`src/rtl/tsp_pkg.sv`:
```
// How it works
// capture mosi only while select is low
// miso released whenever select is high
// sample mosi on serial clock falling edge
// shift miso out on serial clock falling edge
// host holds select low through transfers
// host alone makes the serial clock
// 16-bit registers picked by command word
// written registers steer converter, dac, keypad
// results readable any time, never refused
// result_ready_n low once conversion completes
// keypad_irq_n asserted on key press
// touch_irq asserted while touch detected
// keypad_irq_n active low, high otherwise
package tsp_pkg;
  // ****************************************
  // word layout
  // ****************************************
  localparam int unsigned TSP_WORD_W = 16;
  localparam int unsigned TSP_CNT_W = 5;
  localparam logic [4:0] TSP_CMD_LAST = 5'h0F;
  localparam logic [4:0] TSP_DATA_LAST = 5'h1F;
  localparam int unsigned TSP_CMD_RD_BIT = 15;
  localparam int unsigned TSP_ADDR_W = 3;
  // ****************************************
  // register indices
  // ****************************************
  localparam logic [2:0] TSP_ADC_CTRL = 3'h0;
  localparam logic [2:0] TSP_DAC_CTRL = 3'h1;
  localparam logic [2:0] TSP_KEY_CTRL = 3'h2;
  localparam logic [2:0] TSP_STATUS = 3'h3;
  localparam logic [2:0] TSP_RESULT = 3'h4;
  localparam logic [2:0] TSP_KEY_CODE = 3'h5;
  // ****************************************
  // status bits and reset values
  // ****************************************
  localparam int unsigned TSP_ST_RESULT = 0;
  localparam int unsigned TSP_ST_KEY = 1;
  localparam int unsigned TSP_ST_TOUCH = 2;
  localparam logic [15:0] TSP_CTRL_RST = 16'h0000;
  localparam int unsigned TSP_SYNC_W = 3;
  // idle pin levels {sclk, ss_n, mosi} held by the synchroniser in reset
  localparam logic [2:0] TSP_PIN_IDLE = 3'h6;
endpackage : tsp_pkg

```
`src/rtl/tsp_sync.sv`:
```
`timescale 1ns/1ps
`default_nettype none
module tsp_sync #(
  parameter int unsigned W = 1
) (
  input wire logic sys_clk_in, // block clock
  input wire logic rst_in, // sync reset, active high
  input wire logic [W-1:0] async_in, // foreign-domain levels
  input wire logic [W-1:0] rst_val_in, // idle level after reset
  output logic [W-1:0] sync_out // two-stage synchronised
);
  logic [W-1:0] meta;
  logic [W-1:0] next_meta;
  logic [W-1:0] next_sync;

  // first stage only feeds the second
  always_comb begin
    next_meta = rst_in ? rst_val_in : async_in;
    next_sync = rst_in ? rst_val_in : meta;
  end

  always_ff @(posedge sys_clk_in) begin
    meta <= next_meta;
    sync_out <= next_sync;
  end
endmodule : tsp_sync
`default_nettype wire

```
`src/rtl/tsp_host_port.sv`:
```
`timescale 1ns/1ps
`default_nettype none
module tsp_host_port
  import tsp_pkg::*;
(
  input wire logic sys_clk_in, // 25 MHz block clock
  input wire logic rst_in, // sync reset, active high
  input wire logic sclk_in, // serial clock from host
  input wire logic ss_n_in, // slave select, active low
  input wire logic mosi_in, // serial data in
  output logic miso_out, // serial data out
  output logic miso_oe_out, // high while miso driven
  input wire logic conv_done_in, // conversion finished pulse
  input wire logic [15:0] adc_result_in, // conversion result
  input wire logic key_press_in, // key pressed pulse
  input wire logic [15:0] key_code_in, // pressed key code
  input wire logic touch_detect_in, // touch present level
  output logic [15:0] adc_ctrl_out, // converter control
  output logic [15:0] dac_ctrl_out, // current dac control
  output logic [15:0] key_ctrl_out, // keypad scanner control
  output logic result_ready_n, // result waiting, active low
  output logic keypad_irq_n, // key event, active low
  output logic touch_irq_out // touch present
);
  // ****************************************
  // pin synchronisers
  // ****************************************
  logic [2:0] pins_s;
  logic sclk_s, ss_s, mosi_s;
  tsp_sync #(.W(TSP_SYNC_W)) u_sync (
    .sys_clk_in(sys_clk_in),
    .rst_in(rst_in),
    .async_in({sclk_in, ss_n_in, mosi_in}),
    .rst_val_in(TSP_PIN_IDLE),
    .sync_out(pins_s)
  );
  assign {sclk_s, ss_s, mosi_s} = pins_s;

  // ****************************************
  // serial state
  // ****************************************
  logic sclk_q, next_sclk_q;
  logic sclk_fall;
  logic [4:0] bit_cnt, next_bit_cnt;
  logic [14:0] shift_in, next_shift_in;
  logic [15:0] shift_out, next_shift_out;
  logic cmd_rd, next_cmd_rd;
  logic [2:0] addr, next_addr;
  logic [15:0] in_word;
  logic [15:0] rd_word;
  logic [2:0] cmd_addr;
  logic cmd_done, rd_start, wr_done;
  logic next_miso, next_oe;

  // edge found on synchronised copy; the raw pin is never looked at
  assign sclk_fall = sclk_q & ~sclk_s;
  assign in_word = {shift_in, mosi_s};
  assign cmd_addr = in_word[TSP_ADDR_W-1:0];
  assign cmd_done = ~ss_s & sclk_fall & (bit_cnt == TSP_CMD_LAST);
  assign rd_start = cmd_done & in_word[TSP_CMD_RD_BIT];
  assign wr_done = ~ss_s & sclk_fall & (bit_cnt == TSP_DATA_LAST) & ~cmd_rd;

  // ****************************************
  // register state
  // ****************************************
  logic [15:0] adc_ctrl, dac_ctrl, key_ctrl, result, key_code;
  logic [15:0] next_adc_ctrl, next_dac_ctrl, next_key_ctrl, next_result, next_key_code;
  logic res_flag, key_flag, touch;
  logic next_res_flag, next_key_flag, next_touch;

  // read mux: every index answers at once, no wait states
  always_comb begin
    unique case (cmd_addr)
      TSP_ADC_CTRL: rd_word = adc_ctrl;
      TSP_DAC_CTRL: rd_word = dac_ctrl;
      TSP_KEY_CTRL: rd_word = key_ctrl;
      TSP_STATUS: rd_word = {13'h0000, touch, key_flag, res_flag};
      TSP_RESULT: rd_word = result;
      TSP_KEY_CODE: rd_word = key_code;
      default: rd_word = 16'h0000;
    endcase
  end

  // serial next state
  always_comb begin
    next_sclk_q = sclk_s;
    next_bit_cnt = bit_cnt;
    next_shift_in = shift_in;
    next_shift_out = shift_out;
    next_cmd_rd = cmd_rd;
    next_addr = addr;
    if (ss_s) begin
      // deselected: bits on mosi are dropped and the frame restarts
      next_bit_cnt = 5'h00;
      next_shift_out = 16'h0000;
    end else if (sclk_fall) begin
      next_bit_cnt = bit_cnt + 5'h01;
      next_shift_in = in_word[14:0];
      next_shift_out = {shift_out[14:0], 1'b0};
      if (cmd_done) begin
        next_cmd_rd = in_word[TSP_CMD_RD_BIT];
        next_addr = cmd_addr;
        next_shift_out = rd_start ? rd_word : 16'h0000;
      end
    end
  end

  // miso: driven only while selected, updated on falling edges
  always_comb begin
    next_oe = ~ss_s;
    next_miso = next_shift_out[15];
  end

  always_ff @(posedge sys_clk_in) begin
    if (rst_in) begin
      sclk_q <= 1'b1; // matches the idle-high pin, so no false edge after reset
      bit_cnt <= 5'h00;
      shift_in <= 15'h0000;
      shift_out <= 16'h0000;
      cmd_rd <= 1'b0;
      addr <= 3'h0;
      miso_out <= 1'b0;
      miso_oe_out <= 1'b0;
    end else begin
      sclk_q <= next_sclk_q;
      bit_cnt <= next_bit_cnt;
      shift_in <= next_shift_in;
      shift_out <= next_shift_out;
      cmd_rd <= next_cmd_rd;
      addr <= next_addr;
      miso_out <= next_miso;
      miso_oe_out <= next_oe;
    end
  end

  // ****************************************
  // register file and event flags
  // ****************************************
  always_comb begin
    next_adc_ctrl = adc_ctrl;
    next_dac_ctrl = dac_ctrl;
    next_key_ctrl = key_ctrl;
    next_result = conv_done_in ? adc_result_in : result;
    next_key_code = key_press_in ? key_code_in : key_code;
    next_touch = touch_detect_in;
    if (wr_done) begin
      unique case (addr)
        TSP_ADC_CTRL: next_adc_ctrl = in_word;
        TSP_DAC_CTRL: next_dac_ctrl = in_word;
        TSP_KEY_CTRL: next_key_ctrl = in_word;
        default: next_adc_ctrl = adc_ctrl;
      endcase
    end
    // reading the word clears its flag; a new event in that cycle wins
    next_res_flag = res_flag;
    if (rd_start && cmd_addr == TSP_RESULT) next_res_flag = 1'b0;
    if (conv_done_in) next_res_flag = 1'b1;
    next_key_flag = key_flag;
    if (rd_start && cmd_addr == TSP_KEY_CODE) next_key_flag = 1'b0;
    if (key_press_in) next_key_flag = 1'b1;
  end

  always_ff @(posedge sys_clk_in) begin
    if (rst_in) begin
      adc_ctrl <= TSP_CTRL_RST;
      dac_ctrl <= TSP_CTRL_RST;
      key_ctrl <= TSP_CTRL_RST;
      result <= 16'h0000;
      key_code <= 16'h0000;
      res_flag <= 1'b0;
      key_flag <= 1'b0;
      touch <= 1'b0;
    end else begin
      adc_ctrl <= next_adc_ctrl;
      dac_ctrl <= next_dac_ctrl;
      key_ctrl <= next_key_ctrl;
      result <= next_result;
      key_code <= next_key_code;
      res_flag <= next_res_flag;
      key_flag <= next_key_flag;
      touch <= next_touch;
    end
  end

  // host-facing outputs straight from flops
  assign adc_ctrl_out = adc_ctrl;
  assign dac_ctrl_out = dac_ctrl;
  assign key_ctrl_out = key_ctrl;
  assign result_ready_n = ~res_flag;
  assign keypad_irq_n = ~key_flag;
  assign touch_irq_out = touch;
endmodule : tsp_host_port
`default_nettype wire

```
`config.mk`:
```
export PLATFORM = sky130hd
export DESIGN_NAME = tsp_host_port
export DESIGN_NICKNAME = d
export VERILOG_FILES = /design/src/rtl/tsp_pkg.sv /design/src/rtl/tsp_sync.sv /design/src/rtl/tsp_host_port.sv
export SDC_FILE = /design/constraint.sdc
export NUM_CORES = 1
export LEC_CHECK = 0
export BUFFER_PORTS_ARGS = -buffer_cell sky130_fd_sc_hd__buf_2
export CORE_ASPECT_RATIO = 1.5
export CORE_MARGIN = 1
export CORE_UTILIZATION = 43
export DETAILED_ROUTE_END_ITERATION = 8
export PLACE_DENSITY = 0.66
export SETUP_SLACK_MARGIN = 0.1
export SLEW_MARGIN = 20
export SYNTH_ARGS = -nofsm -noshare
export SYNTH_HDL_FRONTEND = slang
export SYNTH_SLANG_ARGS = --single-unit
```
`constraint.sdc`:
```
create_clock -name sys_clk_in -period 4.7 [get_ports sys_clk_in]
set_clock_uncertainty 0.2 [all_clocks]
set_input_delay 0.94 -clock sys_clk_in [delete_from_list [all_inputs] [get_ports sys_clk_in]]
set_output_delay 0.94 -clock sys_clk_in [all_outputs]
set_load 0.02 [all_outputs]
```
* Word-level counts from Yosys, hierarchy flattened
Cells that the tools add are included.
** Operators by class
- Add/subtract/negate cells :: 1
- Equality and inequality tests :: 9
- Muxes and demuxes :: 7
- Bitwise operators :: 11
- Reduce and logical (&&, ||, !) cells :: 12
** Operator list (number)
- one-hot mux 16 bit (6 select lines) :: 1
- 2-to-1 mux 16 bit :: 2
- equality test 3 x 2 -> 1 bit, second input constant :: 3
- AND reduction 2 bit :: 4
- bitwise AND 1 bit :: 6
- equality test 3 x 1 -> 1 bit, second input constant :: 2
- equality test 3 bit, second input constant :: 2
- zero test 3 bit :: 2
- adder 5 x 1 -> 5 bit, second input constant :: 1
- equality test 5 x 4 -> 1 bit, second input constant :: 1
- equality test 5 bit, second input constant :: 1
- NOT 1 bit :: 5
- 2-to-1 mux 1 bit :: 4
- nonzero test 2 bit :: 2
- AND reduction 3 bit :: 1
- logical AND 1 bit :: 2
- OR reduction 2 bit :: 1
** Word-level totals
- Bits in registers :: 131
- Output and inout bits :: 53
- Word-level logic and storage cells :: 58

* Longest topological paths before layout
Gate-level depths: netlist of run 1.
- Word-level depth :: 8
- Mapped depth :: 9
- Gate-level depth less buffers :: 7

* Cells and area by module
Synthesis of run 1 repeated with hierarchy kept, for this count alone.
** Second synthesis, totals
- Cell total of the unflattened synthesis :: 601
- Area, all modules :: 5504.0 um^2
** By module, submodules not included
- tsp_host_port :: times used 1, cells each 588, area an instance 5282.6 um^2, sequential area each 2502.4 um^2
- tsp_sync :: times used 1, cells each 13, area an instance 221.5 um^2, sequential area each 120.1 um^2

* Least setup slack after synthesis of run 1
Ideal clock, no wire load.
- Path type :: in2reg
- Start point :: in conv_done_in
- End point :: reg result[10]
- Setup time :: 128 ps
- Arrival time :: 2022 ps
- Path slack :: 2350 ps
- Cell stages on the path :: 4
- Buffers on the path :: 2
- Cells stage by stage :: clkbuf_1 -> clkbuf_1 -> mux2i_1 -> nor2_1
** RTL lines
- from (decl) :: RTL line tsp_host_port.sv:13 : input wire logic conv_done_in,
- to (signal assigned) :: RTL line tsp_host_port.sv:177 : result <= next_result;
- to (decl) :: RTL line tsp_host_port.sv:66 : logic [15:0] adc_ctrl, dac_ctrl, key_ctrl, result, key_code;

* Worst setup path in the final report of run 1
- Start point :: reg bit_cnt[0]
- End point :: reg key_ctrl[5], in the netlist key_ctrl_out[5]
** Between the ends
- Longest elaborated chain between the ends :: 4
** Ends and longest elaborated chain
- from (decl) :: RTL line tsp_host_port.sv:44 : logic [4:0] bit_cnt, next_bit_cnt;
- from (signal assigned) :: RTL line tsp_host_port.sv:126 : bit_cnt <= next_bit_cnt;
- equality test 5 bit :: RTL line tsp_host_port.sv:61 : assign wr_done = ~ss_s & sclk_fall & (bit_cnt == TSP_DATA_LAST) & ~cmd_rd;
- bitwise AND 1 bit (2 in series) :: RTL line tsp_host_port.sv:61
- AND reduction 2 bit (no source line)
- to (signal assigned) :: RTL line tsp_host_port.sv:176 : key_ctrl <= next_key_ctrl;
- to (decl) :: RTL line tsp_host_port.sv:66
No other way between the ends.
A chain may end at the register's enable or synchronous reset.

==> insert_results.sql, run 1 <==
INSERT INTO impl_metrics (metric_group, metric, value, unit) VALUES
('outcome', 'status', 'finished clean', ''),
('yosys', 'synth_area_leaders', 'sky130_fd_sc_hd__dfxtp_1 (49%), sky130_fd_sc_hd__mux2i_1 (17%), sky130_fd_sc_hd__nand2_1 (8.2%), sky130_fd_sc_hd__a21oi_1 (5.2%), sky130_fd_sc_hd__nor2_1 (4.3%)', ''),
('yosys', 'synthesis.area', '5390', 'µm²'),
('layout', 'num-nets-final', '711', ''),
('power_and_ir_drop', 'power.density_cell_area', '391', 'nW/µm²'),
('clocking', 'path_clk_slew', '0.06', 'ns'),
('timing', 'finalSetupTns', '0', 'ns'),
('drt', 'antenna_violating_nets_post_route', '0', ''),
('drt', 'detailed_route_vias_per_instance', '5.36', ''),
('drt', 'first_iter_violations', '317', ''),
('yosys', 'synth_cells', '595', ''),
('drt', 'first_pass_iters', '5', ''),
('drt', 'vias', '4474', ''),
('clocking', 'cts_inserted_buffers', '17', ''),
('worst_setup_path', 'crit_slowest_cell', 'sky130_fd_sc_hd__nand4b_1', ''),
('worst_setup_path', 'end_kind', 'flip-flop', ''),
('flow_run', 'max-cap-violations', '0', ''),
('global_route', 'first_global_vias', '4213', ''),
('yosys', 'postSynthAreaPerCell', '9.05', 'µm²'),
('worst_setup_path', 'worstPathMaxFanout', '16', ''),
('timing', 'fmax', '351', 'MHz'),
('timing', 'timing.final.ws_setup', '1.85', 'ns'),
('clocking', 'cts_tree', 'done', ''),
('worst_setup_path', 'crit_chain', 'ha_1 > and3_1 > ha_1 > nor3b_1 > nand4b_1 > nand2_1 > a21oi_1', ''),
('drt', 'routed_wirelength', '14500', 'µm'),
('global_route', 'grt_overflow_total', '0', ''),
('yosys', 'yosysSeqAreaShare', '0.487', ''),
('timing', 'worst_slew_pin_slew', '1.06', 'ns'),
('yosys', 'post_synth_net_total', '638', ''),
('clocking', 'clock_tree.root_cell', 'sky130_fd_sc_hd__clkbuf_16', ''),
('worst_setup_path', 'criticalPathCategory', 'flip-flop to flip-flop', ''),
('timing', 'setup-violations-final', '0', ''),
('yosys', 'yosysTopAreaCell', 'sky130_fd_sc_hd__dfxtp_1', ''),
('die', 'num_io_pins', '93', ''),
('yosys', 'ys_ff_latch', '131', ''),
('layout', 'final_common_cell', 'sky130_fd_sc_hd__dfxtp_1', ''),
('global_route', 'antenna_found_initial', '0', ''),
('clocking', 'cts-hold-fix-buffers', '0', ''),
('timing', 'timing.final.crit_share', '0.606', ''),
('die', 'die-width', '93.4', 'µm'),
('drt', 'routed_wire_length_per_instance', '17.4', 'µm'),
('timing', 'finalHoldViolations', '0', ''),
('power_and_ir_drop', 'power_leakage', '2.83', 'nW'),
('timing', 'final_max_slew_viol_count', '0', ''),
('yosys', 'yosys_warnings', '0', ''),
('layout', 'area_growth', '20.7', '%'),
('layout', 'layout.cells.most_common_list', 'sky130_fd_sc_hd__dfxtp_1 (130), sky130_fd_sc_hd__nand2_1 (118), sky130_fd_sc_hd__buf_2 (91)', ''),
('clocking', 'clock_tree.buffer_depth', '2', ''),
('placement', 'port-buffer-count', '92', ''),
('yosys', 'number_of_library_cell_types_mapped_by_synthesis', '38', ''),
('die', 'floorplan.core_area', '12100', 'µm²'),
('clocking', 'cts.htree.levels', '4', ''),
('yosys', 'synth.top_cell.area_share', '0.487', ''),
('worst_setup_path', 'crit_path_start_kind', 'flip-flop', ''),
('die', 'row_count', '49', ''),
('drt', 'post-route-drc-count', '0', ''),
('clocking', 'clock_sinks', '131', ''),
('timing', 'maxSlewHeadroom', '0.295', ''),
('worst_hold_path', 'min_path_type', 'flip-flop to flip-flop', ''),
('clocking', 'clk_latency', '0.42', 'ns'),
('power_and_ir_drop', 'ir_drop_worst_case_vdd', '207', 'µV'),
('placement', 'gp_congestion', '0.811', ''),
('clocking', 'postCtsResizedCells', '0', ''),
('placement', 'preCtsSetupSlack', '1.86', 'ns'),
('global_route', 'grt_pass1_wl', '22500', 'µm'),
('worst_setup_path', 'critical_path_required', '4.76', 'ns'),
('clocking', 'post_cts_repair_setup_buffers', '0', ''),
('die', 'start_util', '0.446', ''),
('timing', 'rsz0062_at_grt', 'false', ''),
('timing', 'timing.final.crit_period', '2.85', 'ns'),
('global_route', 'grt_max_degree', '68', ''),
('worst_setup_path', 'path_common_cell', 'sky130_fd_sc_hd__ha_1', ''),
('worst_setup_path', 'setup.reg_to_reg.worst_slack', '1.85', 'ns'),
('layout', 'layout-drive-gt1-share', '0.213', ''),
('worst_setup_path', 'arrival', '2.91', 'ns'),
('placement', 'hpwl', '9690', 'µm'),
('global_route', 'grt_util_all_layers', '0.230', ''),
('die', 'die-area', '13000', 'µm²'),
('worst_setup_path', 'worst_path_largest_cell_delay', '0.80', 'ns'),
('die', 'die_height', '139', 'µm'),
('layout', 'antenna_cells', '0', '');
logic make-up (layout without fill, tap and decap cells):
group	Yosys count	in the layout	synth area share
AOI/OAI and AO/OA	99	99	0.107
adders and majority gates	3	3	0.00697
and+or+nand+nor	217	217	0.178
muxes	92	92	0.178
xor gates and xnor gates	3	3	0.00488
DFF	131	131	0.487
buffers and inverters	50	136	0.0379
layout make-up:
type                       count  area (µm²)
fill                        1079        5580
clock buffer                  18         439
inverter                       5        18.8
sequential                   131        2620
timing repair buffer          99         515
clock inverter                14         150
tap                          153         191
multi-input combinational    414        2560
per-stage QoR:
stage               total power, mW  hold WS (ns)  area, µm²   util  cells
floorplan                      1.23         0.189       5390      -    595
global placement               1.26         0.201       5910  0.489    802
detailed placement             1.26         0.201       5910  0.489    802
CTS                            2.56         0.214       6500  0.538    834
global route                   2.62         0.221       6500  0.538    834
finish                         2.54         0.209       6500  0.538    834
critical path: cells and delay by family (launching register included):
family	cells	cell delay [ns]
AOI/OAI and AO/OA	1	0.10
and+or+nand+nor	4	1.69
DFF	1	0.38
adders and majority gates	2	0.32
power by group:
part / internal (mW) / leakage, nW / switching, mW
clock: 0.800 / 0.284 / 0.508
sequential: 1.13 / 1.06 / 0.0126
combinational: 0.0389 / 1.48 / 0.0522
total: 1.97 / 2.83 / 0.573
cell usage after synthesis (all sizes together):
master	count
o32ai	2
mux4	3
or2	6
o22ai	9
a211o	4
nor4b	1
mux2i	89
nand3	4
nand2b	1
and4b	1
inv	5
nor3	2
buf	14
o211a	2
o21ai	11
xnor2	1
and3	1
dfxtp	131
nor2b	7
a2bb2oi	1
nor4bb	1
nor2	61
and4bb	1
nand4b	3
or4b	1
a21o	10
nand4	2
ha	3
xor2	2
a211oi	4
or3b	1
nand2	118
clkbuf	31
nor3b	6
a21oi	56
worst paths after layout:
kind,from,to,cells past startpoint
setup / recovery,bit_cnt[0]$_SDFFE_PP0N_,key_ctrl_out[5]$_SDFFE_PP0P_,7
setup reg to reg,bit_cnt[0]$_SDFFE_PP0N_,key_ctrl_out[5]$_SDFFE_PP0P_,7
hold / removal,u_sync.meta[2]$_SDFF_PP1_,u_sync.sync_out[2]$_SDFF_PP1_,1
hold reg to reg,u_sync.meta[2]$_SDFF_PP1_,u_sync.sync_out[2]$_SDFF_PP1_,1
registers in the layout, indices dropped and copies added (netlist names), 3 cells and up:
name             cells
adc_ctrl_out        16
addr                 3
bit_cnt              5
dac_ctrl_out        16
key_code            16
key_ctrl_out        16
result              16
shift_in            15
shift_out           16
u_sync.meta          3
u_sync.sync_out      3
routing by layer:
layer	up-vias	wire length [µm]	GRT usage
met4	0	346	0.0988
met2	146	7660	0.401
met1	2129	5810	0.267
li1	2176	-	-
met5	-	0	0
met3	23	663	0.0510
No activity file was read; power rests on OpenSTA's default activity.
==> inputs of run 2 (changes only) <==
==> constraint.sdc (replaced) <==
create_clock -name sys_clk_in -period 2.8 [get_ports sys_clk_in]
set_clock_uncertainty 0.2 [all_clocks]
set_input_delay 0.56 -clock sys_clk_in [delete_from_list [all_inputs] [get_ports sys_clk_in]]
set_output_delay 0.56 -clock sys_clk_in [all_outputs]
set_load 0.02 [all_outputs]
==> insert_results.sql, run 2 (same netlist as run 1, synthesis figures left out) <==
INSERT INTO impl_metrics (metric_group, metric, value, unit) VALUES
('die', 'num_io_pins', '93', ''),
('worst_hold_path', 'min-delay-start', 'ss_n_in', ''),
('timing', 'setup-violations-final', '0', ''),
('power_and_ir_drop', 'switching_share', '0.213', ''),
('layout', 'stdcell_count', '848', ''),
('flow_run', 'max-cap-violations', '0', ''),
('power_and_ir_drop', 'clkPwrFrac', '0.487', ''),
('layout', 'final.fill_count', '1098', ''),
('clocking', 'cts_inserted_buffers', '17', ''),
('power_and_ir_drop', 'pwr-share-seq', '0.475', ''),
('layout', 'area_of_combinational_cells_with_multiple_inputs', '2560', 'µm²'),
('die', 'floorplan.core_area', '12100', 'µm²'),
('placement', 'dp_cells', '817', ''),
('global_route', 'first_global_vias', '4548', ''),
('outcome', 'status', 'finished clean', ''),
('drt', 'first_iter_violations', '277', ''),
('worst_setup_path', 'end_kind', 'flip-flop', ''),
('global_route', 'antenna_found_initial', '0', ''),
('placement', 'port-buffer-count', '92', ''),
('placement', 'gp_congestion', '0.855', ''),
('die', 'die_height', '139', 'µm'),
('layout', 'ff_latch_area', '2620', 'µm²'),
('drt', 'routed_wirelength', '14800', 'µm'),
('clocking', 'clk_latency', '0.41', 'ns'),
('drt', 'routed_wire_length_per_instance', '17.4', 'µm'),
('power_and_ir_drop', 'power_report.internal_total', '3.19', 'mW'),
('timing', 'timing.final.crit_period', '2.51', 'ns'),
('timing', 'fmax', '398', 'MHz'),
('timing', 'rsz0062_at_grt', 'false', ''),
('layout', 'antenna_cells', '0', ''),
('timing', 'final_max_slew_viol_count', '0', ''),
('timing', 'worst_slew_pin_slew', '0.930', 'ns'),
('global_route', 'grt_max_degree', '80', ''),
('drt', 'post-route-drc-count', '0', ''),
('clocking', 'clock_tree.root_cell', 'sky130_fd_sc_hd__clkbuf_16', ''),
('global_route', 'grt_util_all_layers', '0.236', ''),
('layout', 'layout.cells.most_common_list', 'sky130_fd_sc_hd__dfxtp_1 (130), sky130_fd_sc_hd__nand2_1 (118), sky130_fd_sc_hd__buf_2 (91)', ''),
('clocking', 'cts_tree', 'done', ''),
('layout', 'final_common_cell', 'sky130_fd_sc_hd__dfxtp_1', ''),
('worst_setup_path', 'worstPathMaxFanout', '9', ''),
('drt', 'vias', '4615', ''),
('worst_setup_path', 'crit_path_start_kind', 'flip-flop', ''),
('worst_setup_path', 'arrival', '2.67', 'ns'),
('timing', 'finalSetupTns', '0', 'ns'),
('timing', 'finalHoldViolations', '0', ''),
('placement', 'placement.cell_area', '6030', 'µm²'),
('layout', 'area_growth', '21.9', '%'),
('global_route', 'grt_overflow_total', '0', ''),
('power_and_ir_drop', 'power_leakage', '2.89', 'nW'),
('power_and_ir_drop', 'power.density_cell_area', '617', 'nW/µm²'),
('die', 'die-area', '13000', 'µm²'),
('die', 'start_util', '0.446', ''),
('clocking', 'clock_sinks', '131', ''),
('drt', 'first_pass_iters', '5', ''),
('worst_setup_path', 'worstReg2RegEnd', 'shift_out[7]$_SDFFE_PP0N_', ''),
('layout', 'finalInstanceArea', '6570', 'µm²'),
('worst_hold_path', 'whs_endpoint', 'u_sync.meta[1]$_SDFF_PP1_', ''),
('worst_hold_path', 'min_path_type', 'input pin to flip-flop', ''),
('die', 'die-width', '93.4', 'µm'),
('global_route', 'grt_pass1_wl', '23400', 'µm'),
('drt', 'detailed_route_vias_per_instance', '5.44', ''),
('power_and_ir_drop', 'comb_power_share', '0.038', ''),
('worst_hold_path', 'hold-path-cell-count', '2', ''),
('power_and_ir_drop', 'p_switching', '862', 'µW'),
('power_and_ir_drop', 'ir_drop_worst_case_vdd', '348', 'µV'),
('layout', 'num-nets-final', '727', ''),
('timing', 'maxSlewHeadroom', '0.380', ''),
('placement', 'hpwl', '10400', 'µm'),
('clocking', 'cts.htree.levels', '4', ''),
('worst_setup_path', 'setup.reg_to_reg.worst_slack', '0.29', 'ns'),
('clocking', 'path_clk_slew', '0.06', 'ns'),
('clocking', 'clock_tree.buffer_depth', '2', ''),
('layout', 'layout-drive-gt1-share', '0.222', ''),
('die', 'row_count', '49', ''),
('layout', 'final_core_util', '0.544', ''),
('worst_setup_path', 'critical_path.reg2reg.startpoint', 'bit_cnt[0]$_SDFFE_PP0N_', ''),
('clocking', 'cts-hold-fix-buffers', '0', ''),
('worst_setup_path', 'ff2ff_path_depth', '7', ''),
('worst_setup_path', 'criticalPathCategory', 'flip-flop to flip-flop', ''),
('worst_setup_path', 'critical_path_required', '2.96', 'ns'),
('timing', 'timing.final.crit_share', '0.898', ''),
('drt', 'antenna_violating_nets_post_route', '0', '');
run 2: changes by cell type in the layout (fill, tap and decap cells not counted), sizes merged:
cell	before	now
bufinv	2	1
clkbuf	18	23
buf	99	115
inv	10	5
clkinv	4	6
clkinvlp	3	0
run 2: worst max-delay path by stage:
stage,from,to,depth (start not counted)
after floorplan,bit_cnt[0]$_SDFFE_PP0N_,dac_ctrl_out[10]$_SDFFE_PP0P_,9
final,bit_cnt[0]$_SDFFE_PP0N_,shift_out[7]$_SDFFE_PP0N_,7
after detailed placement,bit_cnt[0]$_SDFFE_PP0N_,adc_ctrl_out[7]$_SDFFE_PP0P_,8
after global placement,bit_cnt[0]$_SDFFE_PP0N_,adc_ctrl_out[4]$_SDFFE_PP0P_,8
after CTS,bit_cnt[0]$_SDFFE_PP0N_,adc_ctrl_out[6]$_SDFFE_PP0P_,8
after global routing,bit_cnt[0]$_SDFFE_PP0N_,shift_out[7]$_SDFFE_PP0N_,7
run 2: cell type report:
cell class | count | share of cell area
repair buffers | 115 | 0.0987
inverters | 5 | 0.00286
multi-input cells | 414 | 0.391
clock buffers | 23 | 0.0698
clock inverters | 7 | 0.00915
well taps | 153 | 0.0292
flip-flops and latches | 131 | 0.400
run 2: worst max-delay path, stage by stage (launching register included):
cell                       delay (ns)
sky130_fd_sc_hd__dfxtp_1         0.38
sky130_fd_sc_hd__ha_1            0.20
sky130_fd_sc_hd__and3_1          0.21
sky130_fd_sc_hd__ha_1            0.24
sky130_fd_sc_hd__and4bb_2        0.28
sky130_fd_sc_hd__nand3_1         0.17
sky130_fd_sc_hd__nor2_1          0.58
sky130_fd_sc_hd__a21o_1          0.20
run 2: routing by layer:
layer | wire length, µm | up-vias | share of wire | GRT usage
met4 | 526 | 0 | 0.036 | 0.118
met5 | 0 | - | 0 | 0
met1 | 5820 | 2217 | 0.39 | 0.266
met3 | 832 | 32 | 0.056 | 0.0592
met2 | 7600 | 162 | 0.51 | 0.408
li1 | - | 2204 | - | -
run 2: power groups by stage:
stage          registers (mW)  clock network [mW]  logic [mW]
4_1_cts                  1.93                2.01       0.155
6_report                 1.93                1.97       0.153
3_3_place_gp             1.96                   0       0.150
2_1_floorplan            1.96                   0       0.101
5_1_grt                  1.93                2.09       0.169
3_5_place_dp             1.97                   0       0.154
run 2: metrics by stage:
step                hold WS, ns  setup slack (ns)  total power [mW]
floorplan                 0.189             0.479              2.06
global placement          0.198             0.416              2.11
detailed placement        0.206             0.236              2.12
CTS                       0.129             0.206              4.09
global route              0.139             0.135              4.19
finish                    0.140             0.285              4.05
run 2: repair_timing:
action,CTS,global route
buffers inserted,0,1
setup endpoints to repair,0,9
gates resized for setup,0,1
hold endpoints to repair,0,0
